## src/include/asr_pkg.sv

```systemverilog
// Constants for the converter status and identification register bank.
// Assumes a classic Wishbone master with 32-bit data and word-aligned registers.
package asr_pkg;
  localparam logic [5:0]  IDX_IDENT     = 6'h00;
  localparam logic [5:0]  IDX_STATUS    = 6'h01;
  localparam logic [5:0]  IDX_MODE      = 6'h02;
  localparam logic [5:0]  IDX_IRQ_STAT  = 6'h20;
  localparam logic [5:0]  IDX_IRQ_MASK  = 6'h21;
  localparam logic [5:0]  IDX_CHKSUM    = 6'h3E;
  localparam logic [5:0]  IDX_RSVD      = 6'h3F;
  localparam int          ST_LOCK       = 15;
  localparam int          ST_RESYNC     = 14;
  localparam int          ST_REGMAP     = 13;
  localparam int          ST_CRCERR     = 12;
  localparam int          MD_REGCRC_EN  = 13;
  localparam int          MD_RXCRC_EN   = 12;
  localparam int          MD_CRC_TYPE   = 11;
  localparam int          MD_RESET      = 10;
  localparam int          MD_WLEN_LO    = 8;
  localparam logic [15:0] STATUS_RST    = 16'h0500;
  localparam logic [15:0] MODE_RST      = 16'h0510;
  localparam logic [15:0] MODE_WMASK    = 16'h3F1F;
  localparam logic [15:0] CHKSUM_RST    = 16'h0000;
  localparam logic [15:0] POLY_CCITT    = 16'h1021;
  localparam logic [15:0] POLY_ANSI     = 16'h8005;
  localparam int          IRQ_NEW_LO    = 0;
  localparam int          IRQ_RESYNC    = 3;
  localparam int          IRQ_CRCERR    = 4;
  localparam int          IRQ_REGMAP    = 5;
  localparam int          IRQ_W         = 6;
  localparam logic [5:0]  IRQ_RST       = 6'h00;
endpackage : asr_pkg

```

## src/rtl/asr_regs.sv

```systemverilog
// Status, identification, mode and checksum registers behind a Wishbone slave.
// Assumes link-side lines are levels or pulses timed by link_clk_i, outside clk_i.
module asr_regs #(
  parameter int         CHANNELS  = 3,
  parameter logic [3:0] IDENT_HI  = 4'h5,  // Arbitrary value.
  parameter logic [7:0] REVISION  = 8'hA5  // Arbitrary value.
) (
  input  wire logic          clk_i,
  input  wire logic          rst_i,
  input  wire logic          wb_cyc_i,
  input  wire logic          wb_stb_i,
  input  wire logic          wb_we_i,
  input  wire logic [7:0]    wb_adr_i,
  input  wire logic [3:0]    wb_sel_i,
  input  wire logic [31:0]   wb_dat_i,
  output logic      [31:0]   wb_dat_o,
  output logic               wb_ack_o,
  input  wire logic          link_clk_i,
  input  wire logic          lock_i,
  input  wire logic          resync_i,
  input  wire logic          crc_err_i,
  input  wire logic [2:0]    new_sample_i,
  input  wire logic [2:0]    result_read_i,
  output logic               irq_o
);
  localparam int SW = 10;

  logic [SW-1:0] sync1_q, sync1_d, sync2_q, sync2_d;
  logic          lclk_q, lclk_d, lock_q, lock_d;
  logic          ack_q, ack_d;
  logic [31:0]   dat_q, dat_d;
  logic [15:0]   mode_q, mode_d, chk_q, chk_d, chk_calc;
  logic          mode_wr_q, mode_wr_d;
  logic          rst_flag_q, rst_flag_d;
  logic          resync_q, resync_d, regmap_q, regmap_d, crcerr_q, crcerr_d;
  logic [2:0]    new_q, new_d;
  logic [asr_pkg::IRQ_W-1:0] ist_q, ist_d, imask_q, imask_d, ievt;
  logic          link_rise, resync_evt, crc_evt, regmap_evt;
  logic [2:0]    new_evt, rd_evt;
  logic          access, wr, rd;
  logic [5:0]    idx;
  logic [15:0]   status_w, ident_w;

  function automatic logic [15:0] crc16(input logic [15:0] data, input logic [15:0] poly);
    logic [15:0] c;
    c = 16'h0000;
    for (int i = 15; i >= 0; i--) begin
      c = (c[15] ^ data[i]) ? ((c << 1) ^ poly) : (c << 1);
    end
    return c;
  endfunction : crc16

  // Link clock edges are found in the local domain, so events are counted once per link period.
  always_comb begin
    sync1_d    = {result_read_i, new_sample_i, crc_err_i, resync_i, lock_i, link_clk_i};
    sync2_d    = sync1_q;
    lclk_d     = sync2_q[0];
    lock_d     = sync2_q[1];
    link_rise  = sync2_q[0] & ~lclk_q;
    resync_evt = link_rise & sync2_q[2];
    crc_evt    = link_rise & sync2_q[3] & mode_q[asr_pkg::MD_RXCRC_EN];
    new_evt    = {3{link_rise}} & sync2_q[6:4];
    rd_evt     = {3{link_rise}} & sync2_q[9:7];
  end

  always_comb begin
    access   = wb_cyc_i & wb_stb_i & ~ack_q;
    wr       = access & wb_we_i;
    rd       = access & ~wb_we_i;
    idx      = wb_adr_i[7:2];
    ack_d    = access;
    ident_w  = {IDENT_HI, 4'(CHANNELS), REVISION};
    status_w = {lock_q, resync_q, regmap_q, crcerr_q,
                mode_q[asr_pkg::MD_CRC_TYPE], rst_flag_q,
                mode_q[asr_pkg::MD_WLEN_LO+1:asr_pkg::MD_WLEN_LO],
                5'h00, new_q};
    dat_d    = 32'h0000_0000;
    if (rd) begin
      unique case (idx)
        asr_pkg::IDX_IDENT:    dat_d = {16'h0000, ident_w};
        asr_pkg::IDX_STATUS:   dat_d = {16'h0000, status_w};
        asr_pkg::IDX_MODE:     dat_d = {16'h0000, mode_q[15:11], rst_flag_q, mode_q[9:0]};
        asr_pkg::IDX_IRQ_STAT: dat_d = {26'h0, ist_q};
        asr_pkg::IDX_IRQ_MASK: dat_d = {26'h0, imask_q};
        asr_pkg::IDX_CHKSUM:   dat_d = {16'h0000, chk_q};
        default:               dat_d = 32'h0000_0000;
      endcase
    end
  end

  // Only the mode word and the interrupt status and mask words take writes; identification and status have no write path.
  always_comb begin
    mode_d    = mode_q;
    mode_wr_d = 1'b0;
    if (wr && idx == asr_pkg::IDX_MODE) begin
      mode_wr_d = 1'b1;
      if (wb_sel_i[0]) mode_d[7:0] = wb_dat_i[7:0] & asr_pkg::MODE_WMASK[7:0];
      if (wb_sel_i[1]) mode_d[15:8] = wb_dat_i[15:8] & asr_pkg::MODE_WMASK[15:8];
    end
  end

  // A host write to the mode word changes the checksum on purpose, so it is not a fault.
  always_comb begin
    chk_calc   = crc16(mode_q, mode_q[asr_pkg::MD_CRC_TYPE] ? asr_pkg::POLY_ANSI : asr_pkg::POLY_CCITT);
    chk_d      = chk_calc;
    regmap_evt = mode_q[asr_pkg::MD_REGCRC_EN] & ~mode_wr_q & (chk_calc != chk_q);
  end

  // Flags that software clears by reading status lose to a new event in the same cycle.
  always_comb begin
    logic st_rd;
    st_rd      = rd && idx == asr_pkg::IDX_STATUS;
    resync_d   = resync_evt | (resync_q & ~st_rd);
    regmap_d   = regmap_evt | (regmap_q & ~st_rd);
    crcerr_d   = crc_evt | (crcerr_q & ~st_rd);
    new_d      = new_evt | (new_q & ~rd_evt);
    rst_flag_d = rst_flag_q;
    if (wr && idx == asr_pkg::IDX_MODE && wb_sel_i[1] && !wb_dat_i[asr_pkg::MD_RESET]) begin
      rst_flag_d = 1'b0;
    end
  end

  always_comb begin
    ievt = '0;
    ievt[asr_pkg::IRQ_NEW_LO+2:asr_pkg::IRQ_NEW_LO] = new_evt;
    ievt[asr_pkg::IRQ_RESYNC] = resync_evt;
    ievt[asr_pkg::IRQ_CRCERR] = crc_evt;
    ievt[asr_pkg::IRQ_REGMAP] = regmap_evt;
    ist_d   = ist_q;
    imask_d = imask_q;
    if (wr && wb_sel_i[0] && idx == asr_pkg::IDX_IRQ_STAT) ist_d = ist_q & ~wb_dat_i[asr_pkg::IRQ_W-1:0];
    if (wr && wb_sel_i[0] && idx == asr_pkg::IDX_IRQ_MASK) imask_d = wb_dat_i[asr_pkg::IRQ_W-1:0];
    ist_d = ist_d | ievt;
  end

  always_ff @(posedge clk_i) begin
    if (rst_i) begin
      sync1_q    <= '0;
      sync2_q    <= '0;
      lclk_q     <= 1'b0;
      lock_q     <= 1'b0;
      ack_q      <= 1'b0;
      dat_q      <= 32'h0000_0000;
      mode_q     <= asr_pkg::MODE_RST;
      mode_wr_q  <= 1'b0;
      chk_q      <= asr_pkg::CHKSUM_RST;
      rst_flag_q <= asr_pkg::STATUS_RST[asr_pkg::MD_RESET];
      resync_q   <= 1'b0;
      regmap_q   <= 1'b0;
      crcerr_q   <= 1'b0;
      new_q      <= 3'h0;
      ist_q      <= asr_pkg::IRQ_RST;
      imask_q    <= asr_pkg::IRQ_RST;
    end else begin
      sync1_q    <= sync1_d;
      sync2_q    <= sync2_d;
      lclk_q     <= lclk_d;
      lock_q     <= lock_d;
      ack_q      <= ack_d;
      dat_q      <= dat_d;
      mode_q     <= mode_d;
      mode_wr_q  <= mode_wr_d;
      chk_q      <= chk_d;
      rst_flag_q <= rst_flag_d;
      resync_q   <= resync_d;
      regmap_q   <= regmap_d;
      crcerr_q   <= crcerr_d;
      new_q      <= new_d;
      ist_q      <= ist_d;
      imask_q    <= imask_d;
    end
  end

  assign wb_ack_o = ack_q;
  assign wb_dat_o = dat_q;
  assign irq_o    = |(ist_q & imask_q);
endmodule : asr_regs

```

## config.mk

```make
export PLATFORM = sky130hd
export DESIGN_NAME = asr_regs
export DESIGN_NICKNAME = d
export VERILOG_FILES = /design/src/include/asr_pkg.sv /design/src/rtl/asr_regs.sv
export SDC_FILE = /design/constraint.sdc
export NUM_CORES = 1
export LEC_CHECK = 0
export ABC_AREA = 0
export BUFFER_PORTS_ARGS = -buffer_cell sky130_fd_sc_hd__buf_2
export CAP_MARGIN = 20
export CORE_MARGIN = 4
export CORE_UTILIZATION = 55
export CTS_CLUSTER_DIAMETER = 40
export DETAILED_ROUTE_END_ITERATION = 8
export GPL_ROUTABILITY_DRIVEN = 0
export GPL_TIMING_DRIVEN = 0
export PLACE_DENSITY_LB_ADDON = 0.08
export SETUP_SLACK_MARGIN = 0.4
export SYNTH_ARGS = -nofsm -noshare
export SYNTH_HDL_FRONTEND = slang
export SYNTH_SLANG_ARGS = --single-unit
```

## constraint.sdc

```tcl
create_clock -name clk_i -period 2.85 [get_ports clk_i]
set_clock_uncertainty 0.15 [all_clocks]
set_input_delay 0.1425 -clock clk_i [delete_from_list [all_inputs] [get_ports clk_i]]
set_output_delay 0.1425 -clock clk_i [all_outputs]
set_load 0.01 [all_outputs]
```

Word-level counts from Yosys, hierarchy flattened
Cells that the tools add are included.
{"block": "word_totals", "output_inout_bits": 34, "elab_cells": 108, "rom_bits": 0, "inputBits": 59, "mem_count": 0, "reg_bits": 102, "ram_bits": 0, "latchBits": 0}
{"block": "classes", "bitwise": 54, "n_mul": 0, "n_reduce_logical": 13, "n_div": 0, "eq_ne": 6, "shift": 0, "muxes": 18, "n_addsub": 0, "n_lt_le_gt_ge": 0}
{"operator": "2-to-1 mux 16 bit", "n": 15}
{"operator": "XOR 16 bit", "n": 13}
{"operator": "one-hot mux 16 bit (6 select lines)", "n": 1}
{"operator": "equality test 6 bit, second input constant", "n": 3}
{"operator": "!= test 16 bit", "n": 1}
{"operator": "bitwise AND 1 bit", "n": 13}
{"operator": "bitwise AND 6 bit", "n": 2}
{"operator": "XOR 1 bit", "n": 10}
{"operator": "bitwise AND 3 bit", "n": 3}
{"operator": "logical AND 1 bit", "n": 7}
{"operator": "equality test 6 x 1 -> 1 bit, second input constant", "n": 1}
{"operator": "equality test 6 x 2 -> 1 bit, second input constant", "n": 1}
{"operator": "zero test 6 bit", "n": 1}
{"operator": "2-to-1 mux 6 bit", "n": 1}
{"operator": "NOT 1 bit", "n": 6}
{"operator": "NOT 6 bit", "n": 1}
{"operator": "OR 6 bit", "n": 1}
{"operator": "OR reduction 6 bit", "n": 1}
{"operator": "AND reduction 2 bit", "n": 2}
{"operator": "NOT 3 bit", "n": 1}
{"operator": "OR 1 bit", "n": 3}
{"operator": "OR 3 bit", "n": 1}
{"operator": "OR reduction 2 bit", "n": 1}
{"operator": "zero test 1 bit", "n": 1}
{"operator": "2-to-1 mux 1 bit", "n": 1}

Longest topological paths before layout
{"block": "logic_depth", "depth_word": 31, "ltp_mapped": 8, "ltp_nobuf": 6}

Least setup slack after synthesis
No wires, ideal clock.
{"block": "synth_timing", "path_kind": "reg2reg", "start": "reg mode_q[4]", "end": "reg ist_q[5] (netlist name)", "arrival_ns": 1.997, "setup_ns": 0.142, "n_path_buf": 1, "path_slack_ns": 0.560, "path_stages_with_launch": 8, "cell_sequence": "dfxtp_1 -> buf_6 -> xnor3_2 -> xnor3_1 -> nand2_2 -> xnor2_1 -> a2111oi_2 -> a41oi_1"}
{"block": "synth_between", "elab_chain_len": 13, "word_cells_on_any_way": 17, "classes_between": "eq/ne: 1; mux: 5; bitwise: 11"}
{"element": "start, declared", "line": "asr_regs.sv:32", "source": "logic [15:0] mode_q, mode_d, chk_q, chk_d, chk_calc;"}
{"element": "start signal, assigned", "line": "asr_regs.sv:144", "source": "mode_q <= asr_pkg::MODE_RST;"}
{"element": "start signal, assigned", "line": "asr_regs.sv:161", "source": "mode_q <= mode_d;"}
{"element": "XOR 1 bit *", "line": "asr_regs.sv:48", "source": "c = (c[15] ^ data[i]) ? ((c << 1) ^ poly) : (c << 1);"}
{"element": "2-to-1 mux 16 bit *", "line": "asr_regs.sv:48"}
{"element": "XOR 16 bit / XOR 1 bit (equally long branches)", "line": "asr_regs.sv:48"}
{"element": "2-to-1 mux 16 bit *", "line": "asr_regs.sv:48"}
{"element": "XOR 16 bit / XOR 1 bit (equally long branches)", "line": "asr_regs.sv:48"}
{"element": "2-to-1 mux 16 bit *", "line": "asr_regs.sv:48"}
{"element": "XOR 16 bit / XOR 1 bit (equally long branches)", "line": "asr_regs.sv:48"}
{"element": "2-to-1 mux 16 bit *", "line": "asr_regs.sv:48"}
{"element": "XOR 1 bit / XOR 16 bit (equally long branches)", "line": "asr_regs.sv:48"}
{"element": "2-to-1 mux 16 bit *", "line": "asr_regs.sv:48"}
{"element": "!= test 16 bit *", "line": "asr_regs.sv:106", "source": "regmap_evt = mode_q[asr_pkg::MD_REGCRC_EN] & ~mode_wr_q & (chk_calc != chk_q);"}
{"element": "bitwise AND 1 bit *", "line": "asr_regs.sv:106"}
{"element": "OR 6 bit *", "line": "asr_regs.sv:133", "source": "ist_d = ist_d | ievt;"}
{"element": "end signal, assigned", "line": "asr_regs.sv:152", "source": "ist_q <= asr_pkg::IRQ_RST;"}
{"element": "end signal, assigned", "line": "asr_regs.sv:169", "source": "ist_q <= ist_d;"}
{"element": "end, declared", "line": "asr_regs.sv:37", "source": "logic [asr_pkg::IRQ_W-1:0] ist_q, ist_d, imask_q, imask_d, ievt;"}
Every way passes the cells marked *; elsewhere a longest branch is shown, timed or not.
A chain may end at the register's enable or synchronous reset.

Worst setup path after layout
{"block": "layout_timing", "start": "reg mode_q[2]", "end": "reg regmap_q"}
{"block": "layout_between", "elab_chain_len": 9, "word_cells_on_any_way": 11, "classes_between": "eq/ne: 1; mux: 3; bitwise: 7"}
{"element": "XOR 1 bit *", "line": "asr_regs.sv:48"}
{"element": "2-to-1 mux 16 bit *", "line": "asr_regs.sv:48"}
{"element": "XOR 16 bit / XOR 1 bit (equally long branches)", "line": "asr_regs.sv:48"}
{"element": "2-to-1 mux 16 bit *", "line": "asr_regs.sv:48"}
{"element": "XOR 1 bit / XOR 16 bit (equally long branches)", "line": "asr_regs.sv:48"}
{"element": "2-to-1 mux 16 bit *", "line": "asr_regs.sv:48"}
{"element": "!= test 16 bit *", "line": "asr_regs.sv:106"}
{"element": "bitwise AND 1 bit *", "line": "asr_regs.sv:106"}
{"element": "OR 1 bit *", "line": "asr_regs.sv:114", "source": "regmap_d = regmap_evt | (regmap_q & ~st_rd);"}
{"element": "end signal, assigned", "line": "asr_regs.sv:166", "source": "regmap_q <= regmap_d;"}
{"element": "end, declared", "line": "asr_regs.sv:35", "source": "logic resync_q, resync_d, regmap_q, regmap_d, crcerr_q, crcerr_d;"}
Marked as above.

==> results by group <==
Global routing
  • Global-route wire length before repair: 18.0 mm
  • Number of antenna violations at the first check in global routing: 0
  • GRT Residual Overflow: 0
  • Pin count of the biggest net entering global routing: 19
  • Number of global-route vias before repair: 3631
  • Tot GR Track Use: 0.241

Worst setup path
  • Cell depth of the worst flop-to-flop path: 7
  • Flop-to-flop setup slack: around 380 ps
  • Worst flop-to-flop path endpoint: regmap_q
  • Launching point of the worst reg2reg path: mode_q[2]
  • Data arrival at the endpoint of the critical path: 2560 ps
  • Sort of element at the start of the critical path: flip-flop
  • CP required: 2930 ps
  • Crit Path Max Fanout: 10
  • Endpoint kind of the worst setup timing path: flip-flop
  • Kind of critical path: flip-flop to flip-flop

Logic synthesis
  • Share of synthesized flip-flops with an asynchronous set or reset: 0
  • Biggest area contributors in the synthesized netlist: sky130_fd_sc_hd__dfxtp_1 (40%), sky130_fd_sc_hd__xnor2_1 (5.9%), sky130_fd_sc_hd__nor2_1 (4.7%)
  • Compound-cell area share of the yosys netlist: 0.136
  • Share of Yosys cell area claimed by the top area cell type: 0.398
  • Area share of fa/ha/maj cells after synthesis: 0
  • Yosys Warn Count: 0
  • Syn_area_per_cell: 9.05 um2
  • Most used standard cells in the synthesized netlist: sky130_fd_sc_hd__dfxtp_1 (86), sky130_fd_sc_hd__nor2_1 (54), sky130_fd_sc_hd__nand2_1 (39)
  • Biggest area consumer among synthesized cells: sky130_fd_sc_hd__dfxtp_1
  • Mux cell area share after synthesis: 0.0443
  • Dominant combinational cell family by area after synthesis: simple AND/OR/NAND/NOR gates
  • Sequential share of the synthesized area: 0.398
  • Number of flops mapped to enable cells by yosys: 0
  • Unique cell type count in the Yosys netlist: 54
  • Number of instances in the synthesized netlist: 478
  • Post-synthesis share of cell area spent on xor and xnor gates: 0.153
  • Flip-flop and latch count after synthesis: 86
  • Total standard cell area after synthesis: between 4000 and 5000 um2
  • Dominant synthesized flop cell: sky130_fd_sc_hd__dfxtp_1
  • Simple-gate share of the synthesized area: 0.192
  • Most instantiated library cell after synthesis: sky130_fd_sc_hd__dfxtp_1

Die
  • Top-Level Pins: 93
  • Std-Cell Rows: 32
  • Core area: 7690 um2
  • Height of the die: 96.7 um
  • Die boundary width: 96.7 um
  • Initial cell density of the core: 0.562
  • Die area: 9350 um2

Power
  • Ratio of total power to cell area: 411 nW/um2
  • Worst vdd rail ir drop: 391 uV
  • Leakage power: 2.26 nW

Placed design
  • HPWL after detailed placement: about 7.9 mm
  • Placed inst area: 4760 um2
  • Total of buffers placed on input and output ports: 50

STA
  • Total count of max-transition violations in the final report: 0
  • Period Utilization, post-route: 0.868
  • Min Tclk post-route: 2470 ps
  • Worst slew margin relative to its limit: 0.439
  • Setup total negative slack: 0 ps
  • Highest attainable clock frequency: between 0.4 and 0.5 GHz
  • Least-Margin Pin Slew: around 830 ps
  • Unrepaired setup endpoints after global routing: true
  • # setup viols final: 0
  • Number of hold violations in the final report: 0

Status
  • Result of the run: finished, final reports clean

Clocking
  • Clock insertion delay at the later pin of the skew report: roughly 370 ps
  • TritonCTS clock tree: yes
  • Clock-pin slew of the registers on the worst-case setup and hold paths: 90 ps
  • Clock root buffer: sky130_fd_sc_hd__clkbuf_8
  • Number of buffers created by CTS: 9
  • H-tree depth: 3
  • Num Clock Sinks: 86
  • Deepest clock path buffer count: 2

Cells and area
  • Share of layout cells above drive strength 1: 0.230
  • Number of nets in the layout: 650
  • Number of filler instances in the final layout: about 620
  • Number of diodes: 0
  • Post-route cell area: 5510 um2
  • Layout Area Growth over Synthesis: 27.3%

Drt
  • Routed wire per std cell: 16.6 um
  • DR pass1 iterations: 5
  • Total detailed-routing wirelength: 11.6 mm
  • Iteration-0 DRC count of the detailed router: around 360
  • Number of vias in the routed layout: approximately 3800
  • Via-per-instance ratio: 5.49
  • Remaining DRCs: 0
  • Residual antenna-violating net count after detailed routing: 0

Min path
  • Hold Path Stages: 2
  • Hold-critical path endpoint: wb_ack_o
  • Startpoint of the tightest hold check path: rst_i
  • Min-Delay Path Class: input pin to flip-flop

Run
  • Reported max-cap violation count: 0
## cell families (layout without fill, tap and decap cells)
| kind of cell | after synthesis | count (layout) |
|---|---|---|
| buffers and inverters | 64 | 167 |
| multiplexers | 19 | 19 |
| flip-flops | 86 | 86 |
| XOR/XNOR | 56 | 56 |
| other | 1 | 16 |
| AO/OA/AOI/OAI | 85 | 85 |
| AND/OR/NAND/NOR | 167 | 167 |
## layer usage
| metal | part of all wire | wire (um) | track usage | vias to the layer above |
|---|---|---|---|---|
| li1 | - | - | - | 1829 |
| met1 | 0.42 | 4840 | 0.302 | 1779 |
| met2 | 0.49 | 5690 | 0.411 | 200 |
| met3 | 0.076 | 884 | 0.0505 | 22 |
| met4 | 0.014 | 163 | 0.0832 | 0 |
| met5 | 0 | 0 | 0 | - |
## cells in the final DEF (no fill, tap or decap), types with 11 or more instances in the layout
cell type / instances
sky130_fd_sc_hd__nor2b_1: 29
sky130_fd_sc_hd__mux2i_1: 17
sky130_fd_sc_hd__xnor2_1: 26
sky130_fd_sc_hd__nand2_1: 39
sky130_fd_sc_hd__clkbuf_1: 17
sky130_fd_sc_hd__buf_2: 53
sky130_fd_sc_hd__buf_4: 26
sky130_fd_sc_hd__xor2_1: 12
sky130_fd_sc_hd__inv_1: 11
sky130_fd_sc_hd__nor2_1: 54
sky130_fd_sc_hd__conb_1: 16
sky130_fd_sc_hd__dlygate4sd3_1: 26
sky130_fd_sc_hd__a21oi_1: 29
sky130_fd_sc_hd__dfxtp_1: 83
## area by class of cell
cell class	count	area, um2	area share
Sequential cell	86	1730	0.313
Clock inverter	7	71.3	0.0130
Inverter	11	41.3	0.00750
Clock buffer	9	124	0.0225
Tap cell	102	128	0.0232
Timing Repair Buffer	87	609	0.111
Multi-Input combinational cell	343	2470	0.448
Buffer	53	338	0.0614
## sequential cells by signal, summed over array words and instances, names as in the netlist, 3 cells and up
name,count
new_q,3
sync1_q,10
mode_q,11
ist_q,6
chk_q,16
wb_dat_o,16
sync2_q,10
imask_q,6
## power breakdown
| part | internal (mW) | total [mW] | switching [mW] | leakage, nW |
|---|---|---|---|---|
| clock network | 0.344 | 0.845 | 0.501 | 0.0999 |
| registers | 1.22 | 1.24 | 0.0126 | 0.703 |
| logic | 0.0908 | 0.178 | 0.0874 | 1.46 |
| total | 1.66 | 2.26 | 0.601 | 2.26 |
## what timing repair did
item                                   in CTS  in global routing
setup buffers                               3                  8
setup endpoints to repair                   2                  2
gates cloned                                0                  0
gates resized for setup                    18                 39
pin swaps                                   9                 12
endpoints found under the hold margin      38                  0
hold buffers                               26                  0
## critical path, stage by stage (launching register included)
cell and delay [ps]:
sky130_fd_sc_hd__dfxtp_2 380, sky130_fd_sc_hd__buf_6 170, sky130_fd_sc_hd__xor3_1 480, sky130_fd_sc_hd__xnor3_1 420, sky130_fd_sc_hd__nor3_2 210, sky130_fd_sc_hd__a21oi_1 100
sky130_fd_sc_hd__mux2i_1 270, sky130_fd_sc_hd__a41oi_1 160
## per-stage QoR
| stage | total power, mW | util | setup slack, ps | cells | hold WS (ps) |
|---|---|---|---|---|---|
| 3_5_place_dp | 1.40 | 0.619 | 179 | 645 | 207 |
| 4_1_cts | 2.26 | 0.690 | 401 | 690 | 59.1 |
| 5_1_grt | 2.34 | 0.716 | 301 | 698 | 82.7 |
| 2_1_floorplan | 1.35 | - | 560 | 493 | 110 |
| 6_report | 2.26 | 0.716 | 377 | 698 | 69.7 |
| 3_3_place_gp | 1.40 | 0.619 | 214 | 645 | 200 |
## worst max-delay path by stage
stage	startpoint	endpoint	depth (start not counted)
after detailed placement	mode_q[10]	regmap_q	8
final	mode_q[2]	regmap_q	7
after floorplan	mode_q[4]	ist_q[5]	7
after global placement	mode_q[10]	ist_q[5]	8
after CTS	mode_q[1]	regmap_q	7
after global routing	mode_q[1]	ist_q[5]	7
Power figures use the tool's default switching activity.
